<file path="src/hdl/sisc_pkg.sv">
// Package: constants, types and helpers of the interrupt and standby control block
package sisc_pkg;

   // ----------------------------------------------------------------
   // Frame layout and register selection
   // ----------------------------------------------------------------
   localparam int SEL_MSB = 15;
   localparam int SEL_LSB = 13;
   localparam logic [2:0] SEL_CTRL = 3'h2;
   localparam logic [2:0] SEL_STAT = 3'h3;

   // ----------------------------------------------------------------
   // Control register fields
   // ----------------------------------------------------------------
   localparam int BIT_LOCK = 12;
   localparam int BIT_MAIN_UV_EN = 11;
   localparam int BIT_AUX_UV_EN = 10;
   localparam int BIT_LIN_STBY = 9;
   localparam int WAKE_A_MSB = 7;
   localparam int WAKE_A_LSB = 6;
   localparam int WAKE_B_MSB = 5;
   localparam int WAKE_B_LSB = 4;
   localparam int BIT_CAN_STBY = 3;
   localparam logic [15:0] CTRL_WR_MASK = 16'h1EF8;
   localparam logic [15:0] CTRL_RESET = 16'h0000;

   // ----------------------------------------------------------------
   // Status register flags
   // ----------------------------------------------------------------
   localparam int BIT_MAIN_UV_FLAG = 11;
   localparam int BIT_AUX_UV_FLAG = 10;
   localparam int BIT_LIN_WAKE_FLAG = 9;
   localparam int BIT_WAKE_A_FLAG = 6;
   localparam int BIT_WAKE_B_FLAG = 4;
   localparam int BIT_CAN_WAKE_FLAG = 3;
   localparam logic [15:0] STAT_FLAG_MASK = 16'h0E58;
   localparam logic [15:0] STAT_RESET = 16'h0000;

   // ----------------------------------------------------------------
   // Wake input edge selection
   // ----------------------------------------------------------------
   localparam logic [1:0] EDGE_NONE = 2'h0;
   localparam logic [1:0] EDGE_RISE = 2'h1;
   localparam logic [1:0] EDGE_FALL = 2'h2;
   localparam logic [1:0] EDGE_BOTH = 2'h3;

   // Chip operating mode
   typedef enum logic [1:0] {
      MODE_STANDBY = 2'h0,
      MODE_SLEEP = 2'h1,
      MODE_NORMAL_AUX_OFF = 2'h2,
      MODE_NORMAL_AUX_ON = 2'h3
   } sisc_mode_t;

   // Transceiver state, Gray ordered off -> active -> low power
   typedef enum logic [1:0] {
      XCVR_OFF = 2'h0,
      XCVR_ACTIVE = 2'h1,
      XCVR_LOWPWR = 2'h3
   } sisc_xcvr_t;

   // Both Normal codes share the upper bit
   function automatic logic is_normal(input logic [1:0] mode);
      return (mode == MODE_NORMAL_AUX_OFF) || (mode == MODE_NORMAL_AUX_ON);
   endfunction

   // Edge match for a wake input against its selection
   function automatic logic edge_hit(input logic [1:0] sel, input logic prev,
                                     input logic cur);
      logic rise;
      logic fall;
      rise = !prev && cur;
      fall = prev && !cur;
      case (sel)
         EDGE_RISE: return rise;
         EDGE_FALL: return fall;
         EDGE_BOTH: return rise || fall;
         default: return 1'b0;
      endcase
   endfunction

endpackage

</file>
<file path="src/hdl/sisc_edge_if.sv">
// Interface: wake input level, edge selection and detected hit
`timescale 1ns/10ps
interface sisc_edge_if;
   logic [1:0] sel;
   logic level;
   logic hit;
   modport det (input sel, input level, output hit);
   modport ctl (output sel, output level, input hit);
endinterface

</file>
<file path="src/hdl/sisc_wake_edge.sv">
// Module: edge detector for one local wake input
`timescale 1ns/10ps
module sisc_wake_edge
   import sisc_pkg::*;
(
   // Clock and reset
   input wire logic ref_clk,
   input wire logic reset,
   // Wake input link
   sisc_edge_if.det eif
);

   logic prev_r;

   // Previous input level
   always_ff @(posedge ref_clk) begin
      if (reset) begin
         prev_r <= 1'b0;
      end else begin
         prev_r <= eif.level;
      end
   end

   // Hit on the selected edge
   assign eif.hit = edge_hit(eif.sel, prev_r, eif.level); // [RULE7] [RULE8]
endmodule // sisc_wake_edge

</file>
<file path="src/hdl/sisc_ctrl.sv">
// Module: interrupt enable and transceiver standby control register
`timescale 1ns/10ps

// Operation
// [RULE1] Control writes apply while lock is 0; once lock is 1 they are ignored.
// [RULE2] Main supply undervoltage flag may set only while its enable is 1.
// [RULE3] Aux supply undervoltage flag may set only while its enable is 1.
// [RULE4] LIN standby 0 in Normal: LIN active, LIN wake flag cleared.
// [RULE5] LIN standby 0 in Standby/Sleep: LIN off, no wake detection or flag.
// [RULE6] LIN standby 1: LIN low power, wake detection on, any mode.
// [RULE7] Wake input A field picks none, rising, falling or both edges.
// [RULE8] Wake input B field uses the same edge encoding.
// [RULE9] CAN standby 0 in Normal: CAN active, CAN wake flag cleared.
// [RULE10] CAN standby 0 in Standby/Sleep: CAN off, no wake detection or flag.
// [RULE11] CAN standby 1: CAN low power, wake detection on, any mode.
// [RULE12] All control fields reset to zero.
// [RULE13] Mode 00 Standby, 01 Sleep, 10 Normal aux off, 11 Normal aux on.
// [RULE14] Writing 1 to a status flag clears it; 0 leaves it.
// [RULE15] An enabled event sets its flag, which stays until cleared.
module sisc_ctrl
   import sisc_pkg::*;
(
   // Clock and reset
   input wire logic ref_clk,
   input wire logic reset,
   // Serial frame write strobe
   input wire logic frame_stb,
   input wire logic [15:0] frame_word,
   // Chip state and events
   input wire logic [1:0] chip_mode_field,
   input wire logic main_supply_uv,
   input wire logic aux_supply_uv,
   input wire logic wake_in_a,
   input wire logic wake_in_b,
   input wire logic lin_bus_wake,
   input wire logic can_bus_wake,
   // Read back words
   output logic [15:0] ctrl_rd_word,
   output logic [15:0] stat_rd_word,
   // Transceiver control
   output logic [1:0] lin_xcvr_mode,
   output logic [1:0] can_xcvr_mode,
   output logic lin_wake_det_en,
   output logic can_wake_det_en,
   output logic lin_wake_flag_clr,
   output logic can_wake_flag_clr,
   output logic irq_pending
);

   // ----------------------------------------------------------------
   // Declarations
   // ----------------------------------------------------------------
   logic [15:0] ctrl_r;
   logic [15:0] stat_r;
   logic [15:0] stat_nxt;
   logic [15:0] set_vec;
   logic [15:0] clr_vec;
   logic main_uv_prev_r;
   logic aux_uv_prev_r;
   logic ctrl_wr;
   logic stat_wr;
   logic chip_normal;
   sisc_xcvr_t lin_nxt;
   sisc_xcvr_t can_nxt;
   sisc_edge_if wake_a_if();
   sisc_edge_if wake_b_if();

   // Frame decode
   assign ctrl_wr = frame_stb && (frame_word[SEL_MSB:SEL_LSB] == SEL_CTRL);
   assign stat_wr = frame_stb && (frame_word[SEL_MSB:SEL_LSB] == SEL_STAT);
   assign chip_normal = is_normal(chip_mode_field); // [RULE13]

   // ----------------------------------------------------------------
   // Wake input edge detectors
   // ----------------------------------------------------------------
   assign wake_a_if.sel = ctrl_r[WAKE_A_MSB:WAKE_A_LSB]; // [RULE7]
   assign wake_a_if.level = wake_in_a;
   assign wake_b_if.sel = ctrl_r[WAKE_B_MSB:WAKE_B_LSB]; // [RULE8]
   assign wake_b_if.level = wake_in_b;

   sisc_wake_edge u_wake_a (
      .ref_clk(ref_clk),
      .reset(reset),
      .eif(wake_a_if.det)
   );

   sisc_wake_edge u_wake_b (
      .ref_clk(ref_clk),
      .reset(reset),
      .eif(wake_b_if.det)
   );

   // ----------------------------------------------------------------
   // Control register
   // ----------------------------------------------------------------

   // Writable only while unlocked
   always_ff @(posedge ref_clk) begin
      if (reset) begin
         ctrl_r <= CTRL_RESET; // [RULE12]
      end else if (ctrl_wr && !ctrl_r[BIT_LOCK]) begin // [RULE1]
         ctrl_r <= frame_word & CTRL_WR_MASK;
      end
   end

   // ----------------------------------------------------------------
   // Status flags
   // ----------------------------------------------------------------

   // Supply warning previous levels
   always_ff @(posedge ref_clk) begin
      if (reset) begin
         main_uv_prev_r <= 1'b0;
         aux_uv_prev_r <= 1'b0;
      end else begin
         main_uv_prev_r <= main_supply_uv;
         aux_uv_prev_r <= aux_supply_uv;
      end
   end

   // Gated event sources and write-one clears
   always_comb begin
      set_vec = 16'h0000;
      set_vec[BIT_MAIN_UV_FLAG] = ctrl_r[BIT_MAIN_UV_EN] && main_supply_uv
                                  && !main_uv_prev_r; // [RULE2]
      set_vec[BIT_AUX_UV_FLAG] = ctrl_r[BIT_AUX_UV_EN] && aux_supply_uv
                                 && !aux_uv_prev_r; // [RULE3]
      set_vec[BIT_LIN_WAKE_FLAG] = ctrl_r[BIT_LIN_STBY] && lin_bus_wake; // [RULE5] [RULE6]
      set_vec[BIT_WAKE_A_FLAG] = wake_a_if.hit;
      set_vec[BIT_WAKE_B_FLAG] = wake_b_if.hit;
      set_vec[BIT_CAN_WAKE_FLAG] = ctrl_r[BIT_CAN_STBY] && can_bus_wake; // [RULE10] [RULE11]
      clr_vec = stat_wr ? frame_word : 16'h0000; // [RULE14]
      stat_nxt = ((stat_r & ~clr_vec) | set_vec) & STAT_FLAG_MASK; // [RULE15]
   end

   // Sticky flags, set wins over clear
   always_ff @(posedge ref_clk) begin
      if (reset) begin
         stat_r <= STAT_RESET;
      end else begin
         stat_r <= stat_nxt; // [RULE15]
      end
   end

   // ----------------------------------------------------------------
   // Transceiver state
   // ----------------------------------------------------------------

   // Standby bit overrides mode; else mode chooses active or off
   always_comb begin
      if (ctrl_r[BIT_LIN_STBY]) begin
         lin_nxt = XCVR_LOWPWR; // [RULE6]
      end else if (chip_normal) begin
         lin_nxt = XCVR_ACTIVE; // [RULE4]
      end else begin
         lin_nxt = XCVR_OFF; // [RULE5]
      end
      if (ctrl_r[BIT_CAN_STBY]) begin
         can_nxt = XCVR_LOWPWR; // [RULE11]
      end else if (chip_normal) begin
         can_nxt = XCVR_ACTIVE; // [RULE9]
      end else begin
         can_nxt = XCVR_OFF; // [RULE10]
      end
   end

   // Registered outputs
   always_ff @(posedge ref_clk) begin
      if (reset) begin
         lin_xcvr_mode <= XCVR_OFF;
         can_xcvr_mode <= XCVR_OFF;
         lin_wake_det_en <= 1'b0;
         can_wake_det_en <= 1'b0;
         lin_wake_flag_clr <= 1'b0;
         can_wake_flag_clr <= 1'b0;
      end else begin
         lin_xcvr_mode <= lin_nxt;
         can_xcvr_mode <= can_nxt;
         lin_wake_det_en <= (lin_nxt == XCVR_LOWPWR); // [RULE6]
         can_wake_det_en <= (can_nxt == XCVR_LOWPWR); // [RULE11]
         lin_wake_flag_clr <= (lin_nxt == XCVR_ACTIVE); // [RULE4]
         can_wake_flag_clr <= (can_nxt == XCVR_ACTIVE); // [RULE9]
      end
   end

   // Read back words and summary request
   always_ff @(posedge ref_clk) begin
      if (reset) begin
         ctrl_rd_word <= 16'h0000;
         stat_rd_word <= 16'h0000;
         irq_pending <= 1'b0;
      end else begin
         ctrl_rd_word <= {SEL_CTRL, ctrl_r[12:0]};
         stat_rd_word <= {SEL_STAT, stat_r[12:0]};
         irq_pending <= |stat_r;
      end
   end
endmodule // sisc_ctrl

</file>
<file path="config.mk">
export PLATFORM = sky130hd
export DESIGN_NAME = sisc_ctrl
export DESIGN_NICKNAME = d
export VERILOG_FILES = /design/src/hdl/sisc_pkg.sv /design/src/hdl/sisc_edge_if.sv /design/src/hdl/sisc_wake_edge.sv /design/src/hdl/sisc_ctrl.sv
export SDC_FILE = /design/constraint.sdc
export NUM_CORES = 1
export LEC_CHECK = 0
export ABC_AREA = 0
export BUFFER_PORTS_ARGS = -buffer_cell sky130_fd_sc_hd__buf_2
export CORE_MARGIN = 2
export CORE_UTILIZATION = 50
export DETAILED_ROUTE_END_ITERATION = 8
export GPL_ROUTABILITY_DRIVEN = 0
export PLACE_DENSITY = 0.84
export SLEW_MARGIN = 25
export SYNTH_ARGS = -nofsm -noshare
export SYNTH_HDL_FRONTEND = slang
export SYNTH_SLANG_ARGS = --single-unit
</file>
<file path="constraint.sdc">
create_clock -name ref_clk -period 2.4 [get_ports ref_clk]
set_input_delay 0.24 -clock ref_clk [delete_from_list [all_inputs] [get_ports ref_clk]]
set_output_delay 0.24 -clock ref_clk [all_outputs]
set_load 0.01 [all_outputs]
</file>
## Word level (Yosys, flattened, before mapping)

Index checks and enable logic that the tools add are counted.
Widths: inputs -> output; s select.

- Bits in registers: 56
- Input port bits: 27
- Output and inout port bits: 41
- Word-level logic and storage cells: 66

- Equality and inequality tests: 14
- Muxes and demuxes: 8
- Bitwise gates (word level): 3
- Reduce and logical (&&, ||, !) cells: 24

Operator list:

| operator | count |
|---|---|
| $mux 15 | 2 |
| $eq 2x2->1 const B | 8 |
| $reduce_or 16->1 | 1 |
| $logic_and 1x1->1 | 13 |
| $and 12x12->12 | 1 |
| $mux 12 | 1 |
| $not 12->12 | 1 |
| $or 12x12->12 | 1 |
| $eq 2x1->1 const B | 4 |
| $logic_not 1->1 | 7 |
| $eq 3x2->1 const B | 2 |
| $pmux 1 s3 | 2 |
| $mux 2 | 2 |
| $logic_or 1x1->1 | 3 |
| $mux 1 | 1 |

## Logic depth before layout (Yosys ltp)

- Depth after elaboration: 6
- Mapped depth: 5
- Depth with buffers taken out: 5

## By module

A second synthesis with hierarchy kept.

- Cells, all modules: 148
- Area, all modules: 1,589.0 µm²

By module, submodules not included:

| module | instances | cells an instance | area an instance (µm²) |
|---|---|---|---|
| sisc_ctrl | 1 | 126 | 1,423.9 |
| sisc_wake_edge | 2 | 11 | 82.6 |

## Worst setup path after synthesis

No wires, ideal clock.

- Path type: input to register
- Start: input port frame_word[15]
- End: register ctrl_r[10]
- Library setup time: 0.121 ns
- Arrival time: 1.024 ns
- Setup slack: 1.255 ns
- Stages: 3
- Path through: nand3b_4 nor3_4 mux2_2

- Word-level cells in the longest chain between the ends: 3

Ends and longest elaborated chain:

| what | line | RTL |
|---|---|---|
| start: declaration | sisc_ctrl.sv:28 | `input wire logic [15:0] frame_word,` |
| $eq 3x2->1 | sisc_ctrl.sv:69 | `assign ctrl_wr = frame_stb && (frame_word[SEL_MSB:SEL_LSB] == SEL_CTRL);` |
| $logic_and 1x1->1 | sisc_ctrl.sv:69 |  |
| $logic_and 1x1->1 | sisc_ctrl.sv:101 | `end else if (ctrl_wr && !ctrl_r[BIT_LOCK]) begin` |
| end signal: assignment | sisc_ctrl.sv:102 | `ctrl_r <= frame_word & CTRL_WR_MASK;` |
| end: declaration | sisc_ctrl.sv:53 | `logic [15:0] ctrl_r;` |

No other way between the ends.
A chain may end at the register's enable or synchronous reset.

## Final worst setup path

- Start: register ctrl_r[12]
- End: register ctrl_r[3]

- Word-level cells in the longest chain between the ends: 2

Ends and longest elaborated chain:

| what | line |
|---|---|
| $logic_not 1->1 | sisc_ctrl.sv:101 |
| $logic_and 1x1->1 | sisc_ctrl.sv:101 |

No other way between the ends.

==> impl_metrics.env <==
export IMPL_placedCellCount=233
export IMPL_crit_arrival_ns=1.54
export IMPL_diodes=0
export IMPL_finalClockSkew_ns=0.00667
export IMPL_setup_tns_ns=0
export IMPL_seqCellArea_um2=841
export IMPL_cts_buffers=5
export IMPL_combPwrFrac_pct=8.0
export IMPL_fillers=285
export IMPL_drtPass1Iterations=4
export IMPL_status="complete, no violations"
export IMPL_yosysTopAreaCellShare_pct=52.5
export IMPL_p_leak_nw=0.961
export IMPL_syn_inst=149
export IMPL_finalHoldViolations=0
export IMPL_cp_max_fo=9
export IMPL_setup_slack_ns=1.09
export IMPL_slowest_stage="nor3_4"
export IMPL_drc=0
export IMPL_cts_sinks=42
export IMPL_cts_buffer_depth=2
export IMPL_grt_pass1_wl_um=3870
export IMPL_r2r_cells=2
export IMPL_internal_power_w=0.000897
export IMPL_dp_slack_ns=0.970
export IMPL_grtUsageTotal_pct=14.8
export IMPL_postRouteAntennaNets=0
export IMPL_min_path_cells=2
export IMPL_worst_path_largest_cell_delay_ns=0.47
export IMPL_yosysSeqAreaShare_pct=52.5
export IMPL_utilization_pct=60.5
export IMPL_fin_area_mm2=0.00185
export IMPL_postCtsHoldBufs=0
export IMPL_postCtsSetupRepairBufs=0
export IMPL_clockRootBuffer="clkbuf_4"
export IMPL_grt_antenna_before_repair=0
export IMPL_cts_tree="done"
export IMPL_switchingPower_w=0.000262
export IMPL_hpwl_um=1830
export IMPL_multiInputGateArea_um2=617
export IMPL_end_kind="flop"
export IMPL_finalSetupViolCount=0
export IMPL_vias_per_cell=4.39
export IMPL_postPlaceCellArea_mm2=0.00179
export IMPL_cp_data_required_time_ns=2.64
export IMPL_vias=1057
export IMPL_fmax_mhz=764
export IMPL_syn_area_per_cell_um2=10.7
export IMPL_relSlewSlack_pct=65.4
export IMPL_area_delta_synth_final_pct=15.3
export IMPL_vdd_drop_max_mv=0.274
export IMPL_cts_resized=0
export IMPL_crit_type="flop to flop"
export IMPL_port_buffers=48
export IMPL_min_period_over_period_pct=54.5
export IMPL_synth_area_leaders="dfxtp_1 (53%), buf_4 (8.4%), and2b_1 (7.0%)"
export IMPL_slew_violations=0
export IMPL_hp_class="input port to flop"
export IMPL_drtIter0Drc=17
export IMPL_die_w_um=60.6
export IMPL_finalWirelength_um=2410
export IMPL_core_area_mm2=0.00305
export IMPL_layout_min_cycle_time_ns=1.31
export IMPL_wire_per_inst_um=10.0
export IMPL_rsz0062_at_grt="no"
export IMPL_drive_above_1_share_pct=35.0
export IMPL_grt_max_degree=36
export IMPL_tightestPinTransition_ns=0.519
export IMPL_rows=20
export IMPL_synthesis_area_mm2=0.00160
export IMPL_ys_types=25
export IMPL_yosys_warnings=0
export IMPL_crit_chain="nor3_4 > mux2_2"
export IMPL_htreeDepth=2
export IMPL_powerDensity_mw_per_mm2=628
export IMPL_crit_path_start_kind="flop"
export IMPL_synth_area_leader_cell="dfxtp_1"
export IMPL_ys_ff_latch=42
export IMPL_io_pins=68
export IMPL_clock_power_share_pct=30.0
export IMPL_die_h_um=60.6
export IMPL_nNetsFinal=227
export IMPL_fin_cells=241
export IMPL_p_seq_share_pct=62.1
export IMPL_path_clk_slew_ns=0.11
export IMPL_grt_pass1_vias=923
export IMPL_initial_core_util_pct=52.5
export IMPL_maxCapViolCount=0
export IMPL_clock_latency_ns=0.34
export IMPL_die_area_mm2=0.00367
export IMPL_overflow=0
export IMPL_p_sw_share_pct=22.6
sequential cells by signal, indices dropped and copies added, names as in the netlist:
| register | count |
|---|---|
| stat_r | 6 |
| main_uv_prev_r | 1 |
| irq_pending | 1 |
| can_wake_flag_clr | 1 |
| aux_uv_prev_r | 1 |
| lin_wake_det_en | 1 |
| lin_xcvr_mode | 1 |
| ctrl_r | 9 |
| u_wake_a.prev_r | 1 |
| u_wake_b.prev_r | 1 |
| can_xcvr_mode | 1 |
| ctrl_rd_word | 9 |
| stat_rd_word | 7 |
| lin_wake_flag_clr | 1 |
| can_wake_det_en | 1 |
cell type report:
type	count	share of cell area, %
clock buffer	7	2.98
clock inverter	1	0.271
inverter	9	1.83
multi-input combinational	90	33.4
sequential	42	45.5
tap	44	2.98
timing repair buffer	48	13.0
layer usage:
layer,global-route usage [%],up-vias,share of wire [%]
met3,4.48,7,7.1
li1,-,548,-
met2,23.2,41,46
met4,10.6,0,3.5
met1,17.1,461,44
met5,0,-,0
layout by cell type (no fill, tap or decap):
cell	count
clkbuf_8	1
conb_1	14
nor4_1	1
a21oi_1	1
nor2b_1	12
a32o_1	2
clkbuf_4	5
clkinv_2	1
nor2_1	11
o21ai_0	4
inv_1	9
nand3b_4	1
mux2_2	8
and2b_1	15
nand4b_1	1
nor3_4	1
and4b_2	1
o311ai_0	2
buf_2	48
clkbuf_1	1
and2b_2	2
ha_1	4
nand2_1	7
a22o_1	2
dfxtp_1	42
a31o_2	1
power by group through the flow:
| stage | combinational (W) | sequential [W] | clock [W] |
|---|---|---|---|
| 2_1_floorplan | 0.0000714 | 0.000740 | 0 |
| 3_3_place_gp | 0.0000911 | 0.000735 | 0 |
| 3_5_place_dp | 0.0000924 | 0.000736 | 0 |
| 4_1_cts | 0.0000929 | 0.000720 | 0.000363 |
| 5_1_grt | 0.000105 | 0.000722 | 0.000389 |
| 6_report | 0.0000923 | 0.000719 | 0.000348 |
metrics by stage:
stage	hold slack, ns	power, W
floorplan	0.356	0.000811
global placement	0.434	0.000826
detailed placement	0.438	0.000828
CTS	0.102	0.00118
global route	0.108	0.00122
finish	0.116	0.00116
path summary, 6_finish.rpt:
check	end	start	slack, ns
min reg2reg	can_wake_flag_clr	ctrl_r[3]	0.45
max	ctrl_r[3]	ctrl_r[12]	1.09
min	stat_r[3]	can_bus_wake	0.12
max reg2reg	ctrl_r[3]	ctrl_r[12]	1.09
critical path: cells and delay by family, from the launching register on:
| family | cells | cell delay, ns |
|---|---|---|
| mux | 1 | 0.39 |
| flops | 1 | 0.35 |
| simple gates | 1 | 0.47 |
Yosys cell counts:
| cell | number |
|---|---|
| a21oi_1 | 1 |
| a22o_1 | 2 |
| a31o_2 | 1 |
| a32o_1 | 2 |
| and2b_1 | 15 |
| and2b_2 | 2 |
| and4b_2 | 1 |
| buf_4 | 18 |
| buf_6 | 1 |
| clkbuf_2 | 1 |
| clkbuf_4 | 1 |
| conb_1 | 1 |
| dfxtp_1 | 42 |
| ha_1 | 4 |
| inv_1 | 9 |
| mux2_2 | 8 |
| nand2_1 | 7 |
| nand3b_4 | 1 |
| nand4b_1 | 1 |
| nor2_1 | 11 |
| nor2b_1 | 12 |
| nor3_4 | 1 |
| nor4_1 | 1 |
| o21ai_0 | 4 |
| o311ai_0 | 2 |
logic make-up (layout without fill, tap and decap cells):
| logic type | after synthesis | after routing | share of synthesized area (%) |
|---|---|---|---|
| buffers and inverters | 30 | 65 | 12.0 |
| multiplexers | 8 | 8 | 5.63 |
| flip-flops | 42 | 42 | 52.5 |
| AND/OR/NAND/NOR | 52 | 52 | 20.9 |
| adder cells (fa/ha/maj) | 4 | 4 | 3.13 |
| other | 1 | 14 | 0.234 |
| AO/OA/AOI/OAI | 12 | 12 | 5.55 |
Power figures use the tool's default switching activity.
